`config.mk`:
```
export PLATFORM = sky130hd
export DESIGN_NAME = dyn_term_ctrl
export DESIGN_NICKNAME = d
export VERILOG_FILES = /design/src/pkg/dyn_term_pkg.sv /design/src/rtl/delay_line.sv /design/src/rtl/dyn_term_ctrl.sv
export SDC_FILE = /design/constraint.sdc
export NUM_CORES = 1
export LEC_CHECK = 0
export BUFFER_PORTS_ARGS = -buffer_cell sky130_fd_sc_hd__buf_4
export CAP_MARGIN = 40
export CORE_MARGIN = 8
export CORE_UTILIZATION = 60
export CTS_BUF_LIST = sky130_fd_sc_hd__clkbuf_16
export DETAILED_ROUTE_END_ITERATION = 7
export PLACE_DENSITY = 0.84
export SYNTH_ARGS = -nofsm -noshare
export SYNTH_HDL_FRONTEND = slang
export SYNTH_SLANG_ARGS = --single-unit
```
`constraint.sdc`:
```
create_clock -name clk_i -period 6.5 [get_ports clk_i]
set_clock_uncertainty 0.1 [all_clocks]
set_input_delay 1.3 -clock clk_i [delete_from_list [all_inputs] [get_ports clk_i]]
set_output_delay 1.3 -clock clk_i [all_outputs]
set_load 0.1 [all_outputs]
```
`src/pkg/dyn_term_pkg.sv`:
```
// constants, types and register map of the dynamic termination controller
// Summary of operation
// - dynamic switching enabled when mode_register_two bit A9 or A10 is one
// - nominal termination value comes from mode_register_one bits A9, A6, A2
// - write termination value comes from mode_register_two bits A10, A9
// - without writes, nominal value applies; on/off follows ODT after latencies
// - every write variant triggers the strength switch when enabled
// - write value selected nom_to_write_latency cycles after the write
// - return to nominal after bl8 or bc4 latency, mode or on-the-fly
// - on and off latencies both equal write_latency minus two
// - bc4 reversion at four plus termination_off_latency after the write
// - bl8 reversion at six plus termination_off_latency after the write
// - strength changes during writes need no mode register set
// - termination off when ODT low; on when high unless all selects zero
// - write_latency is CAS write latency plus additive latency
// - in self-refresh ODT is ignored and termination kept off
package dyn_term_pkg;
  localparam logic [7:0] addr_mode_one = 8'h00;
  localparam logic [7:0] addr_mode_two = 8'h04;
  localparam logic [7:0] addr_control = 8'h08;
  localparam logic [7:0] addr_status = 8'h0c;
  localparam logic [7:0] addr_latency = 8'h10;
  localparam int mr_width = 16;
  localparam int pos_a2 = 2;
  localparam int pos_a6 = 6;
  localparam int pos_a9 = 9;
  localparam int pos_a10 = 10;
  localparam int pos_cwl = 3;
  localparam int pos_al = 3;
  localparam logic [mr_width-1:0] mode_one_reset = 16'h0000;
  localparam logic [mr_width-1:0] mode_two_reset = 16'h0000;
  localparam logic [4:0] cwl_base = 5'h05;
  localparam logic [4:0] latency_offset = 5'h02;
  localparam logic [4:0] bc4_extra = 5'h04;
  localparam logic [4:0] bl8_extra = 5'h06;
  localparam int pipe_depth = 32;
  localparam logic [31:0] bus_error_data = 32'h00000000;

  typedef struct packed {
    logic odt;
    logic write_cmd;
    logic chop4;
  } pin_sample_type;

  typedef struct packed {
    logic on;
    logic write_strength;
    logic [2:0] nominal;
    logic [1:0] write_value;
  } term_state_type;
endpackage

```
`src/rtl/delay_line.sv`:
```
// fixed-length shift line with a variable tap
`timescale 1ns/1ns
module delay_line #(
  parameter int depth = 32,
  parameter int width = 1
) (
  input wire logic clk_i,
  input wire logic sys_rst_i,
  input wire logic [width-1:0] data_i,
  input wire logic [4:0] tap_i,
  output logic [width-1:0] data_o
);
  logic [width-1:0] stage [depth];
  always_ff @(posedge clk_i) begin
    if (sys_rst_i) begin
      for (int i = 0; i < depth; i++) begin
        stage[i] <= '0;
      end
    end else begin
      stage[0] <= data_i;
      for (int i = 1; i < depth; i++) begin
        stage[i] <= stage[i-1];
      end
    end
  end
  // tap 1 means one edge after data_i, tap 0 passes data_i straight through
  always_comb begin
    data_o = (tap_i == 5'h00) ? data_i : stage[tap_i - 5'h01];
  end
endmodule // delay_line

```
`src/rtl/dyn_term_ctrl.sv`:
```
// dynamic termination controller with apb register access
`timescale 1ns/1ns
module dyn_term_ctrl (
  input wire logic clk_i,
  input wire logic sys_rst_i,
  input wire logic odt_pin_i,
  input wire logic write_cmd_i,
  input wire logic chop4_i,
  input wire logic self_refresh_i,
  input wire logic psel_i,
  input wire logic penable_i,
  input wire logic pwrite_i,
  input wire logic [7:0] paddr_i,
  input wire logic [31:0] pwdata_i,
  output logic [31:0] prdata_o,
  output logic pready_o,
  output logic pslverr_o,
  output dyn_term_pkg::term_state_type term_o
);
  import dyn_term_pkg::*;

  logic [mr_width-1:0] mode_one;
  logic [mr_width-1:0] mode_two;
  logic bc4_fixed;
  pin_sample_type sync1;
  pin_sample_type sync2;
  logic sr1;
  logic sr2;
  logic [4:0] write_latency;
  logic [4:0] term_latency;
  logic [4:0] cwn_latency;
  logic [2:0] nominal_value;
  logic [1:0] write_value;
  logic dynamic_en;
  logic any_select;
  logic odt_late;
  logic write_in;
  logic write_late_cnw;
  logic [4:0] win_cnt;
  logic [4:0] next_win_cnt;
  logic [4:0] start_cnt;
  logic access;

  // pins from the controller pass two flops
  always_ff @(posedge clk_i) begin
    if (sys_rst_i) begin
      sync1 <= '0;
      sync2 <= '0;
      sr1 <= 1'b0;
      sr2 <= 1'b0;
    end else begin
      sync1 <= '{odt: odt_pin_i, write_cmd: write_cmd_i, chop4: chop4_i};
      sync2 <= sync1;
      sr1 <= self_refresh_i;
      sr2 <= sr1;
    end
  end

  // apb slave, zero wait states
  assign access = psel_i && penable_i;
  always_ff @(posedge clk_i) begin
    if (sys_rst_i) begin
      mode_one <= mode_one_reset;
      mode_two <= mode_two_reset;
      bc4_fixed <= 1'b0;
    end else if (access && pwrite_i) begin
      unique case (paddr_i)
        addr_mode_one: mode_one <= pwdata_i[mr_width-1:0];
        addr_mode_two: mode_two <= pwdata_i[mr_width-1:0];
        addr_control: bc4_fixed <= pwdata_i[0];
        default: ;
      endcase
    end
  end

  always_ff @(posedge clk_i) begin
    if (sys_rst_i) begin
      prdata_o <= '0;
      pready_o <= 1'b0;
      pslverr_o <= 1'b0;
    end else begin
      pready_o <= psel_i && !penable_i;
      pslverr_o <= 1'b0;
      prdata_o <= bus_error_data;
      if (psel_i && !penable_i) begin
        unique case (paddr_i)
          addr_mode_one: prdata_o <= {16'h0000, mode_one};
          addr_mode_two: prdata_o <= {16'h0000, mode_two};
          addr_control: prdata_o <= {31'h00000000, bc4_fixed};
          addr_status: prdata_o <= {24'h000000, term_o, 1'b0};
          addr_latency: prdata_o <= {27'h0000000, write_latency};
          default: pslverr_o <= 1'b1;
        endcase
      end
    end
  end

  assign nominal_value = {mode_one[pos_a9], mode_one[pos_a6], mode_one[pos_a2]};
  assign write_value = {mode_two[pos_a10], mode_two[pos_a9]};
  assign dynamic_en = mode_two[pos_a10] | mode_two[pos_a9];
  assign any_select = (nominal_value != 3'h0) || dynamic_en;
  // cwl plus additive latency, minus two
  assign write_latency = cwl_base + {2'h0, mode_two[pos_cwl+2:pos_cwl]}
    + {3'h0, mode_one[pos_al+1:pos_al]};
  assign term_latency = write_latency - latency_offset;
  // any write variant starts the window
  assign write_in = sync2.write_cmd && dynamic_en && !sr2;

  delay_line #(.depth(pipe_depth), .width(1)) odt_delay (
    .clk_i(clk_i),
    .sys_rst_i(sys_rst_i),
    .data_i(sync2.odt),
    .tap_i(term_latency),
    .data_o(odt_late)
  );

  delay_line #(.depth(pipe_depth), .width(1)) cnw_delay (
    .clk_i(clk_i),
    .sys_rst_i(sys_rst_i),
    .data_i(write_in),
    .tap_i(term_latency),
    .data_o(write_late_cnw)
  );

  // window length from write strength start to reversion
  assign cwn_latency = (sync2.chop4 || bc4_fixed) ? bc4_extra : bl8_extra;
  always_ff @(posedge clk_i) begin
    if (sys_rst_i) begin
      start_cnt <= '0;
    end else if (write_in) begin
      start_cnt <= cwn_latency;
    end
  end

  always_comb begin
    next_win_cnt = win_cnt;
    if (write_late_cnw) begin
      next_win_cnt = start_cnt;
    end else if (win_cnt != 5'h00) begin
      next_win_cnt = win_cnt - 5'h01;
    end
  end

  // strength changes without any mode set
  always_ff @(posedge clk_i) begin
    if (sys_rst_i) begin
      win_cnt <= '0;
    end else begin
      win_cnt <= next_win_cnt;
    end
  end

  always_ff @(posedge clk_i) begin
    if (sys_rst_i) begin
      term_o <= '0;
    end else begin
      term_o.on <= odt_late && any_select && !sr2;
      term_o.write_strength <= (next_win_cnt != 5'h00);
      term_o.nominal <= nominal_value;
      term_o.write_value <= write_value;
    end
  end

  chk_self_refresh_off: assert property (@(posedge clk_i) disable iff (sys_rst_i)
    sr2 |=> !term_o.on) else $error("termination on in self refresh");
  chk_off_when_unset: assert property (@(posedge clk_i) disable iff (sys_rst_i)
    !any_select |=> !term_o.on) else $error("termination on with no select");
  chk_enable_bits: assert property (@(posedge clk_i) disable iff (sys_rst_i)
    (write_in |-> (mode_two[pos_a9] || mode_two[pos_a10])))
    else $error("write window without enable");
  chk_latency_sum: assert property (@(posedge clk_i) disable iff (sys_rst_i)
    term_latency == write_latency - 5'h02) else $error("latency mismatch");
  chk_nominal_bits: assert property (@(posedge clk_i) disable iff (sys_rst_i)
    ##1 term_o.nominal == $past({mode_one[9], mode_one[6], mode_one[2]}))
    else $error("nominal select wrong");
  chk_write_bits: assert property (@(posedge clk_i) disable iff (sys_rst_i)
    ##1 term_o.write_value == $past({mode_two[10], mode_two[9]}))
    else $error("write select wrong");
  chk_write_start: assert property (@(posedge clk_i) disable iff (sys_rst_i)
    write_late_cnw |=> term_o.write_strength) else $error("write strength late");
  chk_bc4_revert: assert property (@(posedge clk_i) disable iff (sys_rst_i)
    (write_late_cnw && start_cnt == 5'h04 && !write_in) ##1 !write_late_cnw [*4]
    |=> !term_o.write_strength) else $error("bc4 reversion wrong");
  chk_bl8_hold: assert property (@(posedge clk_i) disable iff (sys_rst_i)
    (write_late_cnw && start_cnt == 5'h06) |=> term_o.write_strength [*6])
    else $error("bl8 window short");
  chk_odt_follow: assert property (@(posedge clk_i) disable iff (sys_rst_i)
    (odt_late && any_select && !sr2) |=> term_o.on) else $error("odt not followed");
  cov_write_bl8: cover property (@(posedge clk_i) write_in && !sync2.chop4 && !bc4_fixed);
  cov_write_bc4: cover property (@(posedge clk_i) write_in && sync2.chop4);
  cov_term_on: cover property (@(posedge clk_i) term_o.on && term_o.write_strength);
endmodule // dyn_term_ctrl

```
==> run metrics, run 1 <==
Post-CTS Resized 0; Worst R2R Path Depth 13; type of the worst min-delay path reg -> reg; DR pass1 iterations 5; Register-to-Register Setup Slack 2.29 ns; post-layout minimum cycle time approximately 4.2 ns; clk_lat worst skew 0.42 ns; Worst setup SP type flip-flop; Tcrit/Tclk final 0.647; Syn Inst Count 524; Crit Path Max Fanout 7; Crit path buffers/inverters 2; vias per cell 5.54; Core Rows 34; first-pass GRT wire length ~18000 um; flop and latch count out of synthesis 137; Final Util 0.735; CTS root buf clkbuf_16; final setup vio count 0; # IOs 90; Pleak 2.51 nW; Worst Hold Launch sync1[1]; WP depth 13; CTS Sinks roughly 140; largest net degree at the start of global routing 78; clock buffer depth 2; worst slew pin tran 0.844 ns; Max Freq 238 MHz; commonest non-fill, non-tap cell in the layout dfxtp_1; worst hold margin 0.342 ns; cell accounting for the most synthesized area dfxtp_1; Post-Layout Cell Count 692; antenna-violating nets left 0; commonest non-fill, non-tap cells in the layout dfxtp_1 (137), nor2b_1 (78), nand2_1 (70); Hold Buf Count CTS 0; Hold Fails Final Rpt 0; Critical Path RT 6.67 ns; CTS tree built; layout cells sized above 1 0.197; final wirelength 11500 um; CTS Buf Count 17; CP max stage delay about 0.63 ns; Worst path slowest cell mux4_1; Filler cells between 500 and 600; die boundary height 110 um; Mapped Area 5330 sq um; worst rel slew slack 0.435; RR Endpoint win_cnt[1]; all-layer global routing usage 0.193; Cell Count Post-Placement about 660; Crit Path Class reg -> reg; Antenna Cells 0; final worst slack 2.29 ns; DRC Markers 0; grt ovf 0; Die Span X 110 um; Die ar. between 10000 and 15000 sq um; total number of vias 3834; Area Growth Syn to Fin 19.8%; Post-CTS Setup Inserts 0; RSZ-0062 raised after global routing no; Post-synth EDFFs 0; Post-Syn Area per Cell approximately 10 sq um; core area approximately 8700 sq um; max cap viols 0; Nets 629; Reg clk slew, reported paths ~0.060 ns; dpl ws 2.28 ns; Primary FF master, synth dfxtp_1; status finished clean; crit path cell chain inv_1 -> ha_1 -> fa_1 -> xor2_1 -> inv_1 -> ha_1 -> xor2_2 -> mux4_1 -> nor2b_1 -> a211o_1 -> a32oi_4 -> and2_1 -> a211oi_1; Data arrival, critical path 4.37 ns; vias in the first global route 3815; Yosys Warn Count 0; setup tns final 0 ns; synth top area cells dfxtp_1 (52%), nor2b_1 (9.2%), mux4_2 (5.9%); routability cong. 0.775; CP top delay family adder cells; Worst setup EP type flip-flop; htree depth 4; starting density of the core 0.614; ys async rst share 0; PortBufs 57; initial antenna violation count 0; Yosys top cell area share 0.515; Hold EP sync2[1]; Distinct cells, synth 50; number of DRC markers in iteration 0 215; Peak VDD IR 0.000226 V; Worst Hold Depth 1; Seq/Total Area, Yosys 0.515; Final Max Slew Viols 0; DP Wirelength 7530 um; wire length per cell 16.5 um; power density over the cells 327 nW/um^2; worst reg2reg startpoint mode_one[3]
flip-flops by register name, summed over array words and instances, names as in the netlist, 2 cells and up:
signal / count
cnw_delay.stage: 32
mode_one: 16
mode_two: 16
odt_delay.stage: 32
prdata_o: 16
start_cnt: 2
sync1: 3
sync2: 3
term_o: 7
win_cnt: 5
worst reg2reg max path, stage by stage, from the launching register on:
cell	delay (ns)
dfxtp_1	0.35
inv_1	0.05
ha_1	0.22
fa_1	0.42
xor2_1	0.20
inv_1	0.13
ha_1	0.39
xor2_2	0.52
mux4_1	0.63
nor2b_1	0.15
a211o_1	0.33
a32oi_4	0.27
and2_1	0.22
a211oi_1	0.08
where the power goes:
group / internal, W / switching, W / total, W / leakage [nW]
registers: 0.000856 / 0.0000130 / 0.000869 / 1.11
clock network: 0.000674 / 0.000346 / 0.00102 / 0.306
logic: 0.0000602 / 0.000135 / 0.000195 / 1.10
synth_stat cells, types with 3 or more instances:
library cell	number
dfxtp_1	137
nor2b_1	78
nand2_1	70
a21oi_1	42
nor2_1	28
clkbuf_1	22
buf_4	16
mux2i_1	15
mux4_2	14
inv_1	12
nor3_1	9
a22oi_1	8
ha_1	6
a31oi_1	4
mux4_1	4
xnor2_1	4
a211oi_1	3
and3_1	3
buf_1	3
buf_2	3
nand3_1	3
metrics by stage:
stage | instance area, sq um | total power (W)
2_1_floorplan | 5380 | 0.00105
3_3_place_gp | 5720 | 0.00107
3_5_place_dp | 5750 | 0.00108
4_1_cts | 6380 | 0.00209
5_1_grt | 6380 | 0.00215
6_report | 6380 | 0.00208
area by class of cell:
type | instances | area [sq um] | area share
timing repair buffer | 60 | 470 | 0.0738
clock inverter | 13 | 203 | 0.0318
multi-input combinational | 345 | 2360 | 0.370
inverter | 12 | 45.0 | 0.00706
clock buffer | 17 | 425 | 0.0667
tap | 108 | 135 | 0.0212
sequential | 137 | 2740 | 0.430
kinds of logic after synthesis:
group	count (synthesis)	synth area share
compound gates	70	0.0836
xor+xnor	7	0.0155
fa+ha+maj	7	0.0179
buf+inv	57	0.0529
flops	137	0.515
mux	33	0.107
other cells	1	0.000704
simple gates	212	0.207
routing by layer:
| layer | up-vias | global-route usage | part of all wire |
|---|---|---|---|
| li1 | 1835 | - | - |
| met1 | 1843 | 0.225 | 0.40 |
| met2 | 133 | 0.317 | 0.50 |
| met3 | 23 | 0.0576 | 0.083 |
| met4 | 0 | 0.0961 | 0.018 |
| met5 | - | 0 | 0 |
worst max-delay path by stage:
stage,startpoint,end,slack [ns]
floorplan,mode_one[3],win_cnt[1],2.77
global placement,paddr_i[1],mode_two[12],2.34
detailed placement,paddr_i[1],mode_two[6],2.28
CTS,mode_one[3],win_cnt[1],2.23
global route,mode_one[3],term_o[5],2.11
finish,mode_one[3],win_cnt[1],2.29
Power figures use the tool's default switching activity.
==> run 2: changes to the inputs <==
--- a/config.mk
+++ b/config.mk
@@ -8,10 +8,10 @@
 export BUFFER_PORTS_ARGS = -buffer_cell sky130_fd_sc_hd__buf_4
 export CAP_MARGIN = 40
 export CORE_MARGIN = 8
-export CORE_UTILIZATION = 60
+export CORE_UTILIZATION = 50
 export CTS_BUF_LIST = sky130_fd_sc_hd__clkbuf_16
 export DETAILED_ROUTE_END_ITERATION = 7
-export PLACE_DENSITY = 0.84
+export PLACE_DENSITY = 0.75
 export SYNTH_ARGS = -nofsm -noshare
 export SYNTH_HDL_FRONTEND = slang
 export SYNTH_SLANG_ARGS = --single-unit
==> constraint.sdc (replaced) <==
create_clock -name clk_i -period 3.41 [get_ports clk_i]
set_clock_uncertainty 0.1 [all_clocks]
set_input_delay 0.682 -clock clk_i [delete_from_list [all_inputs] [get_ports clk_i]]
set_output_delay 0.682 -clock clk_i [all_outputs]
set_load 0.1 [all_outputs]
==> run 2 against run 1 <==
The run now ends with setup timing left. Fmax grew 20%. Sequential cell count is the same. Largest cell class unchanged. Highest routed layer unchanged. Final area grew 3.8%. Worst setup slack lost 2.4 ns. Worst hold slack gained 0.0026 ns. First-iteration DRC count shrank 12%. Clock power grew 74%. Sequential power grew 91%. Register-to-register slack lost 2.4 ns. Combinational power grew 95%.
==> run metrics, run 2 (synthesis gave the netlist of run 1 again) <==
CTS tree built; final instance area 6620 sq um (+3.8%); Die ar. 14200 sq um (+17%); htree depth 4 (unchanged); clk_lat worst skew 0.41 ns (about the same); Antenna Cells 0 (unchanged); Tcrit/Tclk final 1.02 (+0.377); Max Freq 286 MHz (+20%); CTS root buf clkbuf_16; grt ovf 0 (unchanged); commonest non-fill, non-tap cell in the layout dfxtp_1; RSZ-0062 raised after global routing yes; post-layout minimum cycle time 3.49 ns (-0.715 ns); CTS Sinks 137 (unchanged); largest net degree at the start of global routing 66 (-15%); final wirelength 11400 um (-0.32%); Die Span X 119 um (+8.2%); type of the worst min-delay path reg -> reg; vias per cell 5.16 (-6.9%); Pleak 2.58 nW (+2.9%); Logic pwr share 0.100 (+0.006); Crit Path Class reg -> reg; starting density of the core 0.516 (-0.0978); Core Rows 37 (+8.8%); die boundary height 119 um (+8.2%); DRC Markers 0 (unchanged); routability cong. 0.825 (+6.4%); worst rel slew slack 0.534 (+0.0984); sequential power share 0.436 (+0.019); Reg clk slew, reported paths 0.06 ns (about the same); PortBufs 57 (unchanged); number of DRC markers in iteration 0 189 (-12%); worst slew pin tran 0.700 ns (-0.144 ns); Area Growth Syn to Fin 24.3%; Worst setup EP type flip-flop; Sw Share 0.259 (+0.0217); first-pass GRT wire length 19200 um (+6.8%); Largest regs cnw_delay.stage: 32 flops, odt_delay.stage: 32 flops; power density over the cells 576 nW/um^2 (+76%); commonest non-fill, non-tap cells in the layout dfxtp_1 (135), buf_4 (83), nor2b_1 (77); Worst setup SP type flip-flop; Critical Path RT 3.56 ns (-3.11 ns); antenna-violating nets left 0 (unchanged); max cap viols 0 (unchanged); Nets 655 (+4.1%); vias in the first global route 3949 (+3.5%); wire length per cell 15.3 um (-7.7%); core area 10300 sq um (+19%); Clk pwr share 0.464 (-0.025); Hold Fails Final Rpt 0 (unchanged); failing checks setup timing; Crit Path Max Fanout 5 (-2); Final Util 0.641 (-0.0938); DP Wirelength 7630 um (+1.3%); layout cells sized above 1 0.267 (+0.0699); DR pass1 iterations 5 (unchanged); switching power of the nets 0.000986 W (+100%); total number of vias 3852 (+0.47%); status finished, violations left; final setup vio count 7 (+7); all-layer global routing usage 0.166 (-0.0271); CTS Buf Count 17 (unchanged); Peak VDD IR 0.000299 V (+32%); final worst slack -0.0825 ns (-2.37 ns); placed cell area 5960 sq um (+3.7%); # IOs 90 (unchanged); Final Max Slew Viols 0 (unchanged); Data arrival, critical path 3.64 ns (-0.73 ns); setup tns final -0.377 ns (-0.377 ns); clock buffer depth 2 (unchanged); worst hold margin 0.345 ns (+0.00263 ns); Pint 0.00282 W (+78%); initial antenna violation count 0 (unchanged)
[run 2: cell count changes in the layout (fill, tap and decap cells not counted), sizes merged]
cell,before,now
inv,13,16
buf,60,86
bufinv,5,2
clkinv,6,7
[run 2: what timing repair did]
item / in CTS / in global routing
gates cloned: 0 / 0
gates resized for setup: 11 / 3
buffers inserted: 5 / 2
setup endpoints to repair: 7 / 7
hold buffers: 0 / 0
pin swaps: 8 / 2
[run 2: per-stage QoR]
| stage | setup slack (ns) | std cells | total power, W |
|---|---|---|---|
| CTS | -0.0805 | 745 | 0.00382 |
| global placement | -0.0706 | 709 | 0.00205 |
| detailed placement | -0.191 | 709 | 0.00206 |
| finish | -0.0825 | 747 | 0.00381 |
| global route | -0.212 | 747 | 0.00394 |
| floorplan | 0.00178 | 539 | 0.00199 |
[run 2: area by class of cell]
| cell class | count | area, sq um |
|---|---|---|
| well taps | 136 | 170 |
| multi-input cells | 345 | 2420 |
| inverters | 12 | 45.0 |
| fillers | 786 | 3700 |
| clock inverters | 14 | 146 |
| clock buffers | 17 | 425 |
| repair buffers | 86 | 666 |
| flip-flops and latches | 137 | 2750 |
[run 2: metal layers]
metal,vias up,part of all wire,global-route usage
li1,1887,-,-
met1,1838,0.44,0.201
met2,115,0.47,0.276
met3,12,0.072,0.0491
met4,0,0.011,0.0561
met5,-,0,0
[run 2: worst paths after layout]
kind / endpoint / slack (ns) / cells after the start / start
min reg2reg: sync2[2] / 0.34 / 1 / sync1[2]
min: sync2[2] / 0.34 / 1 / sync1[2]
max: win_cnt[1] / -0.08 / 13 / mode_one[3]
max reg2reg: win_cnt[1] / -0.08 / 13 / mode_one[3]
[run 2: power by group through the flow]
stage	Combinational, W	Sequential [W]	Clock, W
6_report	0.000381	0.00166	0.00177
5_1_grt	0.000415	0.00166	0.00186
3_5_place_dp	0.000370	0.00169	0
4_1_cts	0.000382	0.00166	0.00178
2_1_floorplan	0.000259	0.00173	0
3_3_place_gp	0.000359	0.00169	0
[run 2: worst max-delay path, cell delays in order (launching register included)]
cell and delay (ns):
dfxtp_2 0.34, inv_2 0.04, ha_4 0.15, fa_2 0.37, xor2_2 0.19, inv_2 0.08
ha_4 0.30, xor2_4 0.23, mux4_2 0.54, nor2b_4 0.14, a211o_1 0.26, a32oi_4 0.30
and2_4 0.22, a211oi_2 0.07
